### src/fim_consts.svh
// Purpose: Named offsets, resets, field positions and timing for the fault interrupt block
// Assumes: APB byte address is four times the register index
// Notes:   Included by bare name from the design files
`ifndef FIM_CONSTS_SVH
`define FIM_CONSTS_SVH

// Register indexes (byte address = index * 4)
`define FIM_IDX_CFG        6'h28
`define FIM_IDX_CH_MASK    6'h2A
`define FIM_IDX_TYPE_MASK  6'h2B
`define FIM_IDX_LATCH      6'h2C
`define FIM_IDX_SYS_MASK   6'h30

// Reset values
`define FIM_RST_CFG        8'h00
`define FIM_RST_CH_MASK    8'h03
`define FIM_RST_TYPE_MASK  8'h00
`define FIM_RST_LATCH      4'h0
`define FIM_RST_SYS_MASK   4'hF

// Configuration fields
`define FIM_CFG_POL        7
`define FIM_CFG_MODE_HI    6
`define FIM_CFG_MODE_LO    5
`define FIM_CFG_RDSEL      2
`define FIM_CFG_CLRPOL     0
`define FIM_CFG_WMASK      8'hE5

// Event field of the latched and system mask registers
`define FIM_EVT_HI         7
`define FIM_EVT_LO         4
`define FIM_EVT_CLKERR     3
`define FIM_EVT_PLLLOCK    2
`define FIM_EVT_OVTEMP     1
`define FIM_EVT_OVCUR      0

// Channel mask field: bit 7 is channel 1, bit 4 is channel 4
`define FIM_CH_MSB         7

// Interrupt pulse timing
`define FIM_CLK_MHZ        250
`define FIM_PULSE_US       2000
`define FIM_PULSE_CYC      (`FIM_PULSE_US * `FIM_CLK_MHZ)

`endif

### src/fim_pkg.sv
// Purpose: Types shared by the fault interrupt block
// Assumes: Nothing beyond the constants header
// Notes:   Mode codes follow the event mode field
package fim_pkg;
	typedef enum logic [1:0] {
		FIM_MODE_LEVEL,
		FIM_MODE_UNUSED,
		FIM_MODE_REPEAT,
		FIM_MODE_ONCE
	} fim_mode_t;

	typedef enum logic [1:0] {
		FIM_PS_IDLE,
		FIM_PS_ON,
		FIM_PS_OFF
	} fim_pulse_st_t;

	typedef logic [7:0] fim_byte_t;
endpackage

### src/fim_evt_if.sv
// Purpose: Carries live events, clear requests and latched state to the latch module
// Assumes: Single pclk domain
// Notes:   Clear is a one-cycle vector pulse
`timescale 1ns/1ps
`default_nettype none
interface fim_evt_if #(parameter int N = 4);
	logic [N-1:0] live;     // Live event status
	logic [N-1:0] clr;      // Clear request per bit
	logic         policy;   // Clear policy bit
	logic [N-1:0] latched;  // Latched events

	modport latch (input live, input clr, input policy, output latched);
	modport ctrl  (output live, output clr, output policy, input latched);
endinterface
`default_nettype wire

### src/fim_event_latch.sv
// Purpose: Sticky event bits with selectable clear policy
// Assumes: Clear pulses come from the register access logic
// Notes:   A set in the clearing cycle always wins
`timescale 1ns/1ps
`default_nettype none
`include "fim_consts.svh"
module fim_event_latch #(
	parameter int N = 4
) (
	input  wire logic  pclk,     // Block clock
	input  wire logic  presetn,  // Async reset, low
	fim_evt_if.latch   evt       // Event carrier
);
	import fim_pkg::*;

	logic [N-1:0] live_q_reg;
	logic [N-1:0] lat_reg;
	logic [N-1:0] set_vec;
	logic [N-1:0] clr_vec;

	// Set and clear terms per policy
	always_comb begin
		set_vec = evt.policy ? (evt.live & ~live_q_reg) : evt.live;
		clr_vec = evt.policy ? evt.clr : (evt.clr & ~evt.live);
	end

	// Previous live level for rise detection
	always_ff @(posedge pclk or negedge presetn) begin
		if (!presetn) begin
			live_q_reg <= '0;
		end else begin
			live_q_reg <= evt.live;
		end
	end

	// Sticky bits, set over clear
	always_ff @(posedge pclk or negedge presetn) begin
		if (!presetn) begin
			lat_reg <= N'(`FIM_RST_LATCH);
		end else begin
			lat_reg <= (lat_reg & ~clr_vec) | set_vec;
		end
	end

	assign evt.latched = lat_reg;
endmodule
`default_nettype wire

### src/fim_top.sv
// Purpose: Fault mask, latched system events and interrupt pin behind APB
// Assumes: Live fault and event levels are synchronous to pclk
// Notes:   Read of the latched register clears what it returned, except bits still live while the clear policy bit is 0
`timescale 1ns/1ps
`default_nettype none
`include "fim_consts.svh"
module fim_top
	import fim_pkg::*;
#(
	parameter int          ADDR_W    = 8,
	parameter int          NCH       = 4,
	parameter int unsigned PULSE_CYC = `FIM_PULSE_CYC
) (
	input  wire logic            pclk,             // APB clock
	input  wire logic            presetn,          // Async reset, low
	input  wire logic            psel,             // APB select
	input  wire logic            penable,          // APB enable
	input  wire logic            pwrite,           // APB direction
	input  wire logic [ADDR_W-1:0] paddr,          // APB byte address
	input  wire logic [31:0]     pwdata,           // APB write data
	input  wire logic [3:0]      pstrb,            // APB byte strobes
	output logic      [31:0]     prdata,           // APB read data
	output logic                 pready,           // APB ready
	output logic                 pslverr,          // APB error
	input  wire logic [3:0]      sys_event_live,   // Clk err, lock, temp, current
	input  wire logic [NCH*8-1:0] chan_fault_live, // Per channel, 8 fault types
	output logic                 interrupt_out     // Interrupt pin
);
	import fim_pkg::*;

	localparam int unsigned PERIOD_CYC = 2 * PULSE_CYC;

	if (NCH != 4 || ADDR_W < 8 || PULSE_CYC < 1) begin : g_chk
		$error("fim_top: unsupported parameter values");
	end

	// Register index of an aligned byte address
	function automatic logic [5:0] fim_idx(input logic [ADDR_W-1:0] a);
		fim_idx = a[7:2];
	endfunction

	// Mapped and aligned address check
	function automatic logic fim_hit(input logic [ADDR_W-1:0] a);
		logic [5:0] i;
		i = a[7:2];
		fim_hit = (a[1:0] == 2'b00) && ((a >> 8) == '0) &&
			(i == `FIM_IDX_CFG || i == `FIM_IDX_CH_MASK || i == `FIM_IDX_TYPE_MASK ||
			 i == `FIM_IDX_LATCH || i == `FIM_IDX_SYS_MASK);
	endfunction

	// Any unmasked channel fault of an unmasked type
	function automatic logic fim_chan_pend(input logic [NCH*8-1:0] live,
		input fim_byte_t chm, input fim_byte_t tym);
		logic r;
		r = 1'b0;
		for (int c = 0; c < NCH; c++) begin
			if (!chm[`FIM_CH_MSB - c]) begin
				r = r | (|(live[c*8 +: 8] & ~tym));
			end
		end
		fim_chan_pend = r;
	endfunction

	fim_byte_t     cfg_reg;
	fim_byte_t     ch_mask_reg;
	fim_byte_t     type_mask_reg;
	logic [3:0]    sys_mask_reg;
	logic [31:0]   prdata_reg;
	logic          pready_reg;
	logic          pslverr_reg;
	logic          irq_reg;
	logic          pend_q_reg;
	fim_pulse_st_t pst_reg;
	logic [31:0]   cnt_reg;

	logic          setup;
	logic          acc;
	logic          wr_ok;
	logic [5:0]    idx;
	logic [3:0]    lat;
	logic [3:0]    lat_view;
	logic [3:0]    clr_vec;
	logic          sys_pend;
	logic          chan_pend;
	logic          any_pend;
	logic          active;
	fim_mode_t     mode;
	logic [31:0]   rd_val;

	fim_evt_if #(.N(4)) evt_if ();

	fim_event_latch #(.N(4)) u_latch (
		.pclk    (pclk),
		.presetn (presetn),
		.evt     (evt_if.latch)
	);

	// Bus phase decode
	assign setup = psel && !penable;
	assign acc   = psel && penable && pready_reg;
	assign idx   = fim_idx(paddr);
	assign wr_ok = acc && pwrite && pstrb[0] && fim_hit(paddr);
	assign mode  = fim_mode_t'(cfg_reg[`FIM_CFG_MODE_HI:`FIM_CFG_MODE_LO]);

	// Latched view and readback filter
	assign lat      = evt_if.latched;
	assign lat_view = cfg_reg[`FIM_CFG_RDSEL] ? (lat & ~sys_mask_reg) : lat;

	// Clear on read of shown bits, or write one to clear
	always_comb begin
		clr_vec = 4'h0;
		if (acc && idx == `FIM_IDX_LATCH && fim_hit(paddr)) begin
			if (!pwrite) begin
				clr_vec = prdata_reg[`FIM_EVT_HI:`FIM_EVT_LO];
			end else if (pstrb[0]) begin
				clr_vec = pwdata[`FIM_EVT_HI:`FIM_EVT_LO];
			end
		end
	end

	// Feed the latch carrier
	assign evt_if.live   = sys_event_live;
	assign evt_if.clr    = clr_vec;
	assign evt_if.policy = cfg_reg[`FIM_CFG_CLRPOL];

	// Read mux
	always_comb begin
		rd_val = 32'h0000_0000;
		case (idx)
			`FIM_IDX_CFG:       rd_val[7:0] = cfg_reg;
			`FIM_IDX_CH_MASK:   rd_val[7:0] = ch_mask_reg;
			`FIM_IDX_TYPE_MASK: rd_val[7:0] = type_mask_reg;
			`FIM_IDX_LATCH:     rd_val[7:0] = {lat_view, 4'h0};
			`FIM_IDX_SYS_MASK:  rd_val[7:0] = {sys_mask_reg, 4'h0};
			default:            rd_val = 32'h0000_0000;
		endcase
		if (!fim_hit(paddr)) begin
			rd_val = 32'h0000_0000;
		end
	end

	// Bus answer: ready in first access cycle
	always_ff @(posedge pclk or negedge presetn) begin
		if (!presetn) begin
			pready_reg  <= 1'b0;
			pslverr_reg <= 1'b0;
			prdata_reg  <= 32'h0000_0000;
		end else if (setup) begin
			pready_reg  <= 1'b1;
			pslverr_reg <= !fim_hit(paddr);
			prdata_reg  <= pwrite ? 32'h0000_0000 : rd_val;
		end else begin
			pready_reg  <= 1'b0;
			pslverr_reg <= 1'b0;
		end
	end

	// Configuration register
	always_ff @(posedge pclk or negedge presetn) begin
		if (!presetn) begin
			cfg_reg <= `FIM_RST_CFG;
		end else if (wr_ok && idx == `FIM_IDX_CFG) begin
			cfg_reg <= pwdata[7:0] & `FIM_CFG_WMASK;
		end
	end

	// Channel fault mask, reserved bits stored as written
	always_ff @(posedge pclk or negedge presetn) begin
		if (!presetn) begin
			ch_mask_reg <= `FIM_RST_CH_MASK;
		end else if (wr_ok && idx == `FIM_IDX_CH_MASK) begin
			ch_mask_reg <= pwdata[7:0];
		end
	end

	// Fault type mask
	always_ff @(posedge pclk or negedge presetn) begin
		if (!presetn) begin
			type_mask_reg <= `FIM_RST_TYPE_MASK;
		end else if (wr_ok && idx == `FIM_IDX_TYPE_MASK) begin
			type_mask_reg <= pwdata[7:0];
		end
	end

	// System event mask
	always_ff @(posedge pclk or negedge presetn) begin
		if (!presetn) begin
			sys_mask_reg <= `FIM_RST_SYS_MASK;
		end else if (wr_ok && idx == `FIM_IDX_SYS_MASK) begin
			sys_mask_reg <= pwdata[`FIM_EVT_HI:`FIM_EVT_LO];
		end
	end

	// Pending request terms
	assign sys_pend  = |(lat & ~sys_mask_reg);
	assign chan_pend = fim_chan_pend(chan_fault_live, ch_mask_reg, type_mask_reg);
	assign any_pend  = sys_pend || chan_pend;

	// Pulse sequencer for repeat and one-shot modes
	always_ff @(posedge pclk or negedge presetn) begin
		if (!presetn) begin
			pst_reg    <= FIM_PS_IDLE;
			cnt_reg    <= 32'h0000_0000;
			pend_q_reg <= 1'b0;
		end else begin
			pend_q_reg <= any_pend;
			case (pst_reg)
				FIM_PS_IDLE: begin
					cnt_reg <= 32'h0000_0000;
					if ((mode == FIM_MODE_REPEAT && any_pend) ||
						(mode == FIM_MODE_ONCE && any_pend && !pend_q_reg)) begin
						pst_reg <= FIM_PS_ON;
					end
				end
				FIM_PS_ON: begin
					if (mode != FIM_MODE_REPEAT && mode != FIM_MODE_ONCE) begin
						pst_reg <= FIM_PS_IDLE;
					end else if (cnt_reg == 32'(PULSE_CYC - 1)) begin
						cnt_reg <= 32'h0000_0000;
						pst_reg <= (mode == FIM_MODE_REPEAT) ? FIM_PS_OFF : FIM_PS_IDLE;
					end else begin
						cnt_reg <= cnt_reg + 32'h0000_0001;
					end
				end
				FIM_PS_OFF: begin
					if (mode != FIM_MODE_REPEAT) begin
						pst_reg <= FIM_PS_IDLE;
					end else if (cnt_reg == 32'(PERIOD_CYC - PULSE_CYC - 1)) begin
						cnt_reg <= 32'h0000_0000;
						pst_reg <= any_pend ? FIM_PS_ON : FIM_PS_IDLE;
					end else begin
						cnt_reg <= cnt_reg + 32'h0000_0001;
					end
				end
				default: begin
					pst_reg <= FIM_PS_IDLE;
					cnt_reg <= 32'h0000_0000;
				end
			endcase
		end
	end

	// Active request per event mode; unused code acts as level
	assign active = (mode == FIM_MODE_REPEAT || mode == FIM_MODE_ONCE) ?
		(pst_reg == FIM_PS_ON) : any_pend;

	// Pin level per polarity, idle high after reset
	always_ff @(posedge pclk or negedge presetn) begin
		if (!presetn) begin
			irq_reg <= 1'b1;
		end else begin
			irq_reg <= cfg_reg[`FIM_CFG_POL] ? active : !active;
		end
	end

	assign prdata        = prdata_reg;
	assign pready        = pready_reg;
	assign pslverr       = pslverr_reg;
	assign interrupt_out = irq_reg;

	// Checks
	property p_ch_mask_wr;
		@(posedge pclk) disable iff (!presetn)
		(wr_ok && idx == `FIM_IDX_CH_MASK) |=> (ch_mask_reg == $past(pwdata[7:0]));
	endproperty
	a_ch_mask_wr: assert property (p_ch_mask_wr) else $error("channel mask write lost");

	property p_ch_mask_hold;
		@(posedge pclk) disable iff (!presetn)
		!(wr_ok && idx == `FIM_IDX_CH_MASK) |=> $stable(ch_mask_reg);
	endproperty
	a_ch_mask_hold: assert property (p_ch_mask_hold) else $error("channel mask changed");

	property p_type_wr;
		@(posedge pclk) disable iff (!presetn)
		(wr_ok && idx == `FIM_IDX_TYPE_MASK) |=> (type_mask_reg == $past(pwdata[7:0]));
	endproperty
	a_type_wr: assert property (p_type_wr) else $error("type mask write lost");

	property p_type_block;
		@(posedge pclk) disable iff (!presetn)
		(type_mask_reg == 8'hFF || ch_mask_reg[7:4] == 4'hF) |-> !chan_pend;
	endproperty
	a_type_block: assert property (p_type_block) else $error("masked fault pending");

	property p_rd_low_zero;
		@(posedge pclk) disable iff (!presetn)
		(pready && !pwrite && idx == `FIM_IDX_LATCH) |-> (prdata[3:0] == 4'h0);
	endproperty
	a_rd_low_zero: assert property (p_rd_low_zero) else $error("reserved latch bits set");

	property p_evt_set;
		@(posedge pclk) disable iff (!presetn)
		(sys_event_live[`FIM_EVT_CLKERR] &&
		 (!cfg_reg[`FIM_CFG_CLRPOL] || !$past(sys_event_live[`FIM_EVT_CLKERR])))
		|=> lat[`FIM_EVT_CLKERR];
	endproperty
	a_evt_set: assert property (p_evt_set) else $error("clock error not latched");

	property p_keep_live;
		@(posedge pclk) disable iff (!presetn)
		(!cfg_reg[`FIM_CFG_CLRPOL] && clr_vec[`FIM_EVT_CLKERR] &&
		 sys_event_live[`FIM_EVT_CLKERR]) |=> lat[`FIM_EVT_CLKERR];
	endproperty
	a_keep_live: assert property (p_keep_live) else $error("live event bit cleared");

	property p_force_clr;
		@(posedge pclk) disable iff (!presetn)
		(cfg_reg[`FIM_CFG_CLRPOL] && $stable(cfg_reg) && clr_vec[`FIM_EVT_CLKERR] &&
		 sys_event_live[`FIM_EVT_CLKERR] && $past(sys_event_live[`FIM_EVT_CLKERR]))
		|=> !lat[`FIM_EVT_CLKERR];
	endproperty
	a_force_clr: assert property (p_force_clr) else $error("forced clear ignored");

	property p_rd_hidden;
		@(posedge pclk) disable iff (!presetn)
		(setup && !pwrite && idx == `FIM_IDX_LATCH && cfg_reg[`FIM_CFG_RDSEL] &&
		 sys_mask_reg[`FIM_EVT_CLKERR]) |=> !prdata[`FIM_EVT_HI];
	endproperty
	a_rd_hidden: assert property (p_rd_hidden) else $error("masked event shown");

	property p_level_irq;
		@(posedge pclk) disable iff (!presetn)
		(mode == FIM_MODE_LEVEL && cfg_reg[`FIM_CFG_POL] && any_pend) |=> interrupt_out;
	endproperty
	a_level_irq: assert property (p_level_irq) else $error("level irq missing");

	property p_pol_low;
		@(posedge pclk) disable iff (!presetn)
		(mode == FIM_MODE_LEVEL && !cfg_reg[`FIM_CFG_POL] && sys_pend) |=> !interrupt_out;
	endproperty
	a_pol_low: assert property (p_pol_low) else $error("active low irq missing");

	property p_unmasked_irq;
		@(posedge pclk) disable iff (!presetn)
		(mode == FIM_MODE_LEVEL && (lat & ~sys_mask_reg) == 4'h0 && !chan_pend)
		|=> (interrupt_out == !$past(cfg_reg[`FIM_CFG_POL]));
	endproperty
	a_unmasked_irq: assert property (p_unmasked_irq) else $error("irq without cause");

	property p_answer;
		@(posedge pclk) disable iff (!presetn)
		setup |=> pready;
	endproperty
	a_answer: assert property (p_answer) else $error("no ready after setup");

	c_read_clear: cover property (@(posedge pclk) disable iff (!presetn)
		(acc && !pwrite && idx == `FIM_IDX_LATCH && prdata[7:4] != 4'h0));
	c_unmapped: cover property (@(posedge pclk) disable iff (!presetn) (acc && pslverr));
	c_pulse_on: cover property (@(posedge pclk) disable iff (!presetn)
		(pst_reg == FIM_PS_ON && mode == FIM_MODE_ONCE));
endmodule
`default_nettype wire

### config.mk
export PLATFORM = sky130hd
export DESIGN_NAME = fim_top
export DESIGN_NICKNAME = d
export VERILOG_FILES = /design/src/fim_pkg.sv /design/src/fim_evt_if.sv /design/src/fim_event_latch.sv /design/src/fim_top.sv
export VERILOG_INCLUDE_DIRS = /design/src
export SDC_FILE = /design/constraint.sdc
export NUM_CORES = 1
export LEC_CHECK = 0
export ABC_AREA = 1
export BUFFER_PORTS_ARGS = -buffer_cell sky130_fd_sc_hd__buf_2
export CAP_MARGIN = 40
export CORE_MARGIN = 5
export CORE_UTILIZATION = 40
export DETAILED_ROUTE_END_ITERATION = 7
export MAX_ROUTING_LAYER = met4
export PLACE_DENSITY_LB_ADDON = 0.08
export SYNTH_ARGS = -nofsm -noshare
export SYNTH_HDL_FRONTEND = slang
export SYNTH_SLANG_ARGS = --single-unit
### constraint.sdc
create_clock -name pclk -period 1.48 [get_ports pclk]
set_input_delay 0.222 -clock pclk [delete_from_list [all_inputs] [get_ports pclk]]
set_output_delay 0.222 -clock pclk [all_outputs]
set_load 0.01 [all_outputs]
==> results of run 1 <==
layer usage:
metal | global-route usage, % | part of all wire (%)
met1 | 26.18 | 41
met2 | 40.18 | 54
met3 | 4.336 | 3.5
met4 | 6.514 | 2.2
met5 | - | 0
cell type report:
class	count	area [um2]	share of cell area [%]
tap	147	183.9	2.450
clock inverter	5	41.29	0.5499
sequential	79	1988	26.48
timing repair buffer	245	1807	24.06
clock buffer	11	252.7	3.366
inverter	87	334.1	4.449
multi-input combinational	500	2902	38.64
repair_timing:
item / CTS / global route
hold buffers: 1 / 0
endpoints found under the setup margin: 34 / 49
gates resized for setup: 110 / 62
hold endpoints to repair: 19 / 0
buffers inserted: 19 / 14
pin swaps: 48 / 25
gates cloned: 0 / 3
kinds of logic after synthesis:
group	Yosys count	synth area share [%]
flip-flops	79	41.17
other	1	0.07775
XOR/XNOR	13	2.361
buffers and inverters	121	11.70
AO/OA/AOI/OAI	83	9.780
adder cells (fa/ha/maj)	5	1.297
AND/OR/NAND/NOR	373	33.62
power breakdown:
group	switching (W)	internal (W)
clock network	0.000935	0.00124
logic	0.00104	0.000900
registers	0.0000694	0.00225
worst max-delay path, delay by kind of cell, from the launching register on:
kind | cells | cell delay (ns)
AO/OA/AOI/OAI | 1 | 0.25
adder cells (fa/ha/maj) | 1 | 0.21
buffers and inverters | 2 | 0.28
AND/OR/NAND/NOR | 5 | 0.57
flip-flops | 1 | 0.37
final timing paths:
| path | endpoint | slack [ns] | cells past startpoint |
|---|---|---|---|
| setup / recovery | cnt_reg[16] | -0.27 | 9 |
| hold / removal | u_latch.live_q_reg[1] | 0.01 | 1 |
| setup reg to reg | cnt_reg[16] | -0.27 | 9 |
| hold reg to reg | ch_mask_reg[0] | 0.48 | 2 |
| max in group asynchronous | ch_mask_reg[1] | 0.52 | 3 |
| min in group asynchronous | prdata[3] | 0.38 | 2 |
layout by cell type, fill, tap and decap left out, types with 9 or more instances in the layout:
cell,netlist,final
inv_2,5,28
nand2_2,2,22
nand3_1,37,25
buf_6,2,10
o21ai_0,44,33
clkbuf_16,0,10
nand2_1,196,171
xor2_1,12,11
nor2_4,3,15
nor2_1,79,47
o21ai_1,12,20
buf_4,24,159
inv_1,82,56
nor3_1,19,10
buf_2,4,67
dfrtp_1,72,70
nand3_2,1,11
nand4_1,20,20
conb_1,1,24
nor2_2,3,24
nor3_2,2,9
through the flow:
stage / total power, W / setup slack, ns / TNS (ns) / hold slack, ns
global route: 0.006731 / -0.3588 / -8.712 / 0.007338
floorplan: 0.003069 / -0.03943 / -0.5577 / -0.07359
global placement: 0.003622 / -0.3863 / -13.96 / 0.1681
CTS: 0.006134 / -0.2040 / -4.500 / 0.003478
finish: 0.006436 / -0.2721 / -5.826 / 0.01138
detailed placement: 0.003662 / -0.3658 / -15.01 / 0.1772
==> impl_metrics.json, run 1 <==
{
  "start_util_pct": 40.49,
  "port_buffers": 68,
  "worstPathCellList": "ha_2 > nand3_2 > inv_2 > nand4_1 > buf_4 > nor2_4 > nand3_4 > a22o_1 > nor2_1",
  "crit_fanout": 3,
  "grt_pass1_vias": 5331,
  "grt_max_degree": 33,
  "layout-drive-gt1-share_pct": 44.34,
  "largest_register_ffs": 32,
  "synth_warnings": 0,
  "cap_violations": 0,
  "violations": "negative setup slack",
  "cts_tree": "built",
  "cp_data_required_time_ns": 1.76,
  "critPathKind": "reg -> reg",
  "crit_path_top_delay_cell": "dfrtp_1",
  "grt_antenna_before_repair": 0,
  "synth_top_cell_by_area": "dfrtp_1",
  "netlist_top_cells_area": "dfrtp_1, nand2_1, inv_1",
  "synth_cells": 675,
  "ys_types": 42,
  "viasPerCell": 4.953,
  "min-delay-start": "sys_event_live[1]",
  "worstPathArrival_ns": 2.04,
  "fin_util_pct": 63.04,
  "firstDrtPassIters": 5,
  "synthToLayoutAreaGrowth_pct": 55.67,
  "grt_pass1_wl_um": 25210,
  "rsz0062_at_grt": "true",
  "yosys.cell_count.top_type": "nand2_1",
  "syn_area_um2": 4823,
  "hp-class": "in -> reg",
  "fin_skew_ns": 0.008374,
  "fillerInstances": 1053,
  "min_period_over_period_pct": 118.4,
  "final_cell_area_um2": 7508,
  "io_pins": 120,
  "vias": 5320,
  "cts-buffers-inserted": 9,
  "min_period_ns": 1.752,
  "hpwl_um": 11750,
  "place_inst": 1025,
  "synthArstFlopShare_pct": 100.0,
  "drc": 0,
  "wirelength_um": 16010,
  "die_h_um": 119.8,
  "status": "finished with violations",
  "finalSetupViolations": 32,
  "synth-seq-area-share_pct": 41.17,
  "ys_seq_elements": 79,
  "rows": 40,
  "irDropWorstVdd_uv": 549.6,
  "worstReg2RegStart": "cnt_reg[1]",
  "leakage_nw": 3.689,
  "wl_per_cell_um": 14.90,
  "fin_ws_ns": -0.2721,
  "root_buffer": "clkbuf_16",
  "gp_congestion": 0.9012,
  "drt_iter0_drc": 339,
  "dpl-instance-area_um2": 6367,
  "nets": 1012,
  "start_kind": "flip-flop",
  "clock-sinks": 79,
  "layout.cells.non_filler": 1074,
  "drv_slew": 0,
  "endpoint_kind": "flip-flop",
  "insertedDiodeCount": 0,
  "synthTopCellsByCount": "nand2_1, inv_1, nor2_1",
  "post-synth-top-area-fraction_pct": 37.35,
  "gr-total-overflow": 0,
  "core_um2": 11910,
  "clk_pin_slew_ns": 0.06,
  "avgSynthCellArea_um2": 7.146,
  "cp_slowest_stage_delay_ns": 0.37,
  "drtAntennaViolNets": 0,
  "die_w_um": 119.8,
  "cts_buffer_depth": 2,
  "htreeDepth": 3,
  "power.density_nw_per_um2": 857.2,
  "synth_flop_cell": "dfrtp_1",
  "synth_edf_count": 0,
  "clock_latency_ns": 0.35,
  "finalHoldViolCount": 0,
  "die_area_um2": 14350,
  "grt_usage_pct": 22.66,
  "fmax_mhz": 570.8,
  "critPathLaunch": "cnt_reg[1]"
}
(Power assumes the default switching activity.)
==> run 2: changes to the inputs <==
--- a/config.mk
+++ b/config.mk
@@ -7,7 +7,7 @@
 export NUM_CORES = 1
 export LEC_CHECK = 0
 export ABC_AREA = 1
-export BUFFER_PORTS_ARGS = -buffer_cell sky130_fd_sc_hd__buf_2
+export BUFFER_PORTS_ARGS = -buffer_cell sky130_fd_sc_hd__buf_4
 export CAP_MARGIN = 40
 export CORE_MARGIN = 5
 export CORE_UTILIZATION = 40
==> run 2 against run 1 <==
  * Combinational power is 12% higher
  * Largest cell class unchanged
  * Register-to-register slack worse by 0.02 ns
  * The flow still finishes with violations (negative setup slack)
  * Utilization is 1.2 points higher
  * Largest power group is now clock
  * Via count is 0.32% lower
  * Sequential power hardly changed
  * Sequential cell count stayed put
  * Setup slack worse by 0.024 ns
==> impl_metrics.json, run 2 (same netlist as run 1, synthesis figures left out) <==
{
  "status": "finished with violations",
  "violations": "negative setup slack",
  "viasPerCell": 4.975,
  "insertedDiodeCount": 0,
  "irDropWorstVdd_uv": 556.6,
  "drt_iter0_drc": 363,
  "grt_usage_pct": 22.33,
  "endpoint_kind": "flip-flop",
  "final_cell_area_um2": 7655,
  "finalHoldViolCount": 0,
  "drtAntennaViolNets": 0,
  "layout-drive-gt1-share_pct": 42.00,
  "setup_tns_ns": -6.802,
  "start_util_pct": 40.49,
  "grt_pass1_wl_um": 24900,
  "clock_latency_ns": 0.35,
  "die_w_um": 119.8,
  "clk_pin_slew_ns": 0.06,
  "grt_pass1_vias": 5276,
  "die_h_um": 119.8,
  "wl_per_cell_um": 15.35,
  "io_pins": 120,
  "drv_slew": 0,
  "die_area_um2": 14350,
  "core_um2": 11910,
  "grt_max_degree": 33,
  "layout.cells.non_filler": 1066,
  "cts-buffers-inserted": 9,
  "vias": 5303,
  "cts_buffer_depth": 2,
  "root_buffer": "clkbuf_16",
  "fin_util_pct": 64.26,
  "leakage_nw": 3.725,
  "place_inst": 1021,
  "min_period_ns": 1.776,
  "largest_register_ffs": 32,
  "crit_fanout": 3,
  "grt_antenna_before_repair": 0,
  "rsz0062_at_grt": "true",
  "critPathKind": "reg -> reg",
  "dpl-instance-area_um2": 6505,
  "nets": 1004,
  "wirelength_um": 16370,
  "most-common-layout-cells": "buf_4, nand2_1, dfrtp_1, inv_1, nor2_1",
  "hpwl_um": 11910,
  "start_kind": "flip-flop",
  "fin_skew_ns": 0.01073,
  "fin_ws_ns": -0.2956,
  "rows": 40,
  "hp-class": "in -> reg",
  "cp_data_required_time_ns": 1.76,
  "firstDrtPassIters": 5,
  "final_common_cell": "buf_4",
  "fillerInstances": 1030,
  "clock-sinks": 79,
  "finalSetupViolations": 33,
  "min_period_over_period_pct": 120.0,
  "fmax_mhz": 563.2,
  "gp_congestion": 0.8919,
  "p_total_w": 0.006944,
  "power.density_nw_per_um2": 907.2,
  "htreeDepth": 3,
  "cts_tree": "built",
  "port_buffers": 68,
  "gr-total-overflow": 0,
  "drc": 0,
  "worstPathArrival_ns": 2.05,
  "cap_violations": 0,
  "synthToLayoutAreaGrowth_pct": 58.70
}
## run 2: cell count changes in the layout (fill, tap and decap cells not counted), sizes merged
| cell | delta |
|---|---|
| inv | -1 |
| buf | -12 |
| dlygate4sd3 | +3 |
| clkinv | +2 |
| bufinv | +2 |
| clkinvlp | -2 |
## run 2: where the power goes
part	switching [W]	internal (W)
Clock	0.000915	0.00152
Sequential	0.0000842	0.00225
Combinational	0.00109	0.00109
## run 2: per-layer routing
layer	global-route usage [%]	part of all wire, %	routed length, um	vias up
met2	39.19	54	8762	140
li1	-	-	-	2611
met4	8.447	2.9	478	0
met5	-	0	0	-
met3	4.194	3.9	635	39
met1	25.35	40	6489	2513
## run 2: final cells by class
cell class	count	area, um2	area share [%]
inverter	87	336.6	4.397
multi-input combinational	500	2887	37.71
tap	147	183.9	2.403
sequential	79	1988	25.97
clock buffer	10	239.0	3.122
clock inverter	6	83.83	1.095
timing repair buffer	237	1937	25.30
## run 2: worst max-delay path, stage by stage (launching register included)
cell,delay [ns]
dfrtp_1,0.40
ha_4,0.19
nand3_4,0.08
inv_2,0.07
nand4_1,0.18
buf_4,0.22
nor2_4,0.12
nand3_4,0.12
a22o_1,0.23
nor2_1,0.10
## run 2: path summary, 6_finish.rpt
check	start	to	slack (ns)	cells past startpoint
worst max-delay path	cnt_reg[0]	cnt_reg[16]	-0.30	9
worst min-delay path	sys_event_live[2]	u_latch.live_q_reg[2]	0.01	1
max in group asynchronous	presetn	interrupt_out	0.62	3
min in group asynchronous	presetn	type_mask_reg[1]	0.34	2
worst max register to register	cnt_reg[0]	cnt_reg[16]	-0.30	9
worst min register to register	u_latch.evt.latched[2]	u_latch.evt.latched[2]	0.47	2
## run 2: repair_timing
item	CTS	global route
pin swaps	10	39
cloned	0	4
setup endpoints to repair	33	55
setup buffers	7	14
gates resized for setup	29	131
hold buffers	4	0
hold endpoints to repair	19	0
## run 2: per-stage QoR
stage	hold slack (ns)	worst slack, ns
2_1_floorplan	-0.07359	-0.03943
5_1_grt	0.003747	-0.3868
3_5_place_dp	0.1306	-0.3612
4_1_cts	0.004785	-0.2584
3_3_place_gp	0.1217	-0.3263
6_report	0.01481	-0.2956
==> run 3: changes to the inputs <==
--- a/config.mk
+++ b/config.mk
@@ -13,7 +13,8 @@
 export CORE_UTILIZATION = 40
 export DETAILED_ROUTE_END_ITERATION = 7
 export MAX_ROUTING_LAYER = met4
-export PLACE_DENSITY_LB_ADDON = 0.08
+export PLACE_DENSITY = 0.65
 export SYNTH_ARGS = -nofsm -noshare
 export SYNTH_HDL_FRONTEND = slang
+export SYNTH_HIERARCHICAL = 1
 export SYNTH_SLANG_ARGS = --single-unit
==> run 3 against run 2 <==
  * The flow still finishes with violations (negative setup slack)
  * First-iteration DRC count is 1.7% lower
  * Sequential power hardly changed
  * Synthesized area shrank 2.0%
  * Setup slack worse by 0.054 ns
  * Combinational power is 3% higher
==> impl_metrics.json, run 3 <==
{
  "p_clk_share_pct": 30.8,
  "top_layer": "met4",
  "min_delay_path_depth": 3,
  "rows": 39,
  "synthToLayoutAreaGrowth_pct": 51.64,
  "grt_pass1_vias": 5082,
  "finalHoldViolCount": 0,
  "fillerInstances": 930,
  "root_buffer": "clkbuf_16",
  "netlist_top_cells_area": "dfrtp_1, nand2_1, inv_1",
  "wl_per_cell_um": 14.80,
  "final_common_cell": "buf_4",
  "viasPerCell": 5.000,
  "fin_ws_ns": -0.3498,
  "nets": 939,
  "r2r_setup_slack_ns": -0.35,
  "leakage_nw": 3.569,
  "drtAntennaViolNets": 0,
  "drt_iter0_drc": 357,
  "drv_slew": 0,
  "ys_types": 40,
  "rsz0062_at_grt": "true",
  "multi_input_area_um2": 2691,
  "avgSynthCellArea_um2": 7.452,
  "pwr-share-comb_pct": 34.2,
  "core_um2": 11520,
  "largest_register_ffs": 32,
  "grt_usage_pct": 20.99,
  "min_period_over_period_pct": 123.6,
  "rr_endpoint": "cnt_reg[7]",
  "worstPathArrival_ns": 2.05,
  "synth_warnings": 6,
  "firstDrtPassIters": 5,
  "synth_flop_cell": "dfrtp_1",
  "min_period_ns": 1.830,
  "port_buffers": 68,
  "finalHoldWorstSlack_ns": 0.1594,
  "clk_pin_slew_ns": 0.06,
  "min_to": "ch_mask_reg[1]",
  "critPathKind": "reg -> reg",
  "die_area_um2": 14080,
  "gr-total-overflow": 0,
  "irDropWorstVdd_uv": 617.6,
  "post-synth-top-area-fraction_pct": 38.14,
  "synth_edf_count": 0,
  "clock_latency_ns": 0.34,
  "drc": 0,
  "htreeDepth": 3,
  "die_w_um": 118.7,
  "ys_seq_elements": 79,
  "violations": "negative setup slack",
  "clock-sinks": 79,
  "grt_antenna_before_repair": 0,
  "setup_tns_ns": -9.044,
  "wl_met1_um": 5672,
  "hpwl_um": 10340,
  "io_pins": 120,
  "internal-power_w": 0.004417,
  "layout-drive-gt1-share_pct": 41.57,
  "min-delay-start": "pwdata[1]",
  "hp-class": "in -> reg",
  "fmax_mhz": 546.5,
  "synthArstFlopShare_pct": 100.0,
  "synth_cells": 634,
  "wl_met3_um": 680,
  "status": "finished with violations",
  "fin_skew_ns": 0.008108,
  "wl_met2_um": 7875,
  "die_h_um": 118.7,
  "cts_buffer_depth": 2,
  "crit_fanout": 5,
  "synth_top_cell_by_area": "dfrtp_1",
  "power.density_nw_per_um2": 915.1,
  "finalSetupViolations": 33,
  "start_kind": "flip-flop",
  "cap_violations": 0,
  "gp_congestion": 0.8742,
  "cts-buffers-inserted": 9,
  "regArea_um2": 1988,
  "yosys.cell_count.top_type": "nand2_1",
  "power_frac_seq_pct": 35.0,
  "start_util_pct": 41.03,
  "synthTopCellsByCount": "nand2_1, inv_1, dfrtp_1",
  "grt_pass1_wl_um": 23350,
  "vias": 4985,
  "synth-seq-area-share_pct": 42.03,
  "insertedDiodeCount": 0,
  "wirelength_um": 14750,
  "syn_area_um2": 4725,
  "cp_data_required_time_ns": 1.70,
  "most-common-layout-cells": "buf_4, nand2_1, dfrtp_1, inv_1, nor2_1",
  "p_sw_share_pct": 32.63,
  "endpoint_kind": "flip-flop",
  "reg2reg_depth": 9,
  "worstReg2RegStart": "cnt_reg[10]",
  "p_switching_w": 0.002139,
  "grt_max_degree": 30,
  "cts_tree": "built",
  "fin_util_pct": 62.21
}
==> run 3: cell type report <==
class / instances / area share (%)
clock inverters: 4 / 0.3144
multi-input cells: 464 / 37.57
well taps: 143 / 2.497
inverters: 82 / 4.436
repair buffers: 210 / 23.72
flip-flops and latches: 79 / 27.75
repair inverters: 3 / 0.2794
clock buffers: 12 / 3.440
==> run 3: through the flow <==
stage / worst slack (ns) / cell area, um2 / power, W / cells
final: -0.3498 / 7164 / 0.006556 / 997
after detailed placement: -0.2970 / 6157 / 0.003754 / 943
after floorplan: -0.1401 / 4870 / 0.003129 / 657
after global placement: -0.2826 / 6157 / 0.003713 / 943
after global routing: -0.4553 / 7164 / 0.006837 / 997
after CTS: -0.2700 / 6868 / 0.006299 / 984
==> run 3: cell families (layout without fill, tap and decap cells) <==
kind of cell	after synthesis	count (layout)	share of synthesized area (%)
buffers and inverters	114	311	11.36
adder cells (fa/ha/maj)	5	5	1.324
AND/OR/NAND/NOR	325	325	30.67
AO/OA/AOI/OAI	98	98	12.31
flip-flops	79	79	42.03
other	1	24	0.07937
XOR/XNOR	12	12	2.225
==> run 3: power groups by stage <==
stage	combinational [W]	clock, W	sequential [W]
final	0.00224	0.00202	0.00230
after global routing	0.00238	0.00216	0.00230
after CTS	0.00197	0.00205	0.00228
after detailed placement	0.00145	0	0.00230
after global placement	0.00142	0	0.00229
after floorplan	0.000833	0	0.00230
==> run 3: metal layers <==
metal | global-route usage [%] | vias up
met3 | 4.346 | 49
met1 | 22.45 | 2362
met4 | 8.979 | 0
li1 | - | 2420
met5 | - | -
met2 | 37.55 | 154
==> run 3: timing repair <==
action,in CTS,in global routing
hold buffers,5,0
setup endpoints to repair,35,45
cloned,3,1
setup buffers,19,15
gates resized for setup,79,57
endpoints found under the hold margin,18,0
pin swaps,35,39
==> run 3: worst max-delay path by stage <==
stage               slack (ns)  depth (start not counted)   startpoint     endpoint
finish                   -0.35                          9  cnt_reg[10]   cnt_reg[7]
global route             -0.46                         10  cnt_reg[24]   cnt_reg[7]
CTS                      -0.27                          9  cnt_reg[10]  cnt_reg[14]
detailed placement       -0.30                          8  cnt_reg[10]  cnt_reg[12]
global placement         -0.28                          8  cnt_reg[10]  cnt_reg[12]
floorplan                -0.14                         10   cnt_reg[1]  cnt_reg[30]
==> run 3: worst max-delay path, cell delays in order, from the launching register on <==
cell and delay (ns):
dfrtp_1 0.37, or2_4 0.26, nor2_4 0.10, nand4_1 0.17
nor2_2 0.19, nor2_4 0.07, nor2_4 0.22, clkinv_2 0.18
nand2_2 0.10, a21oi_1 0.06
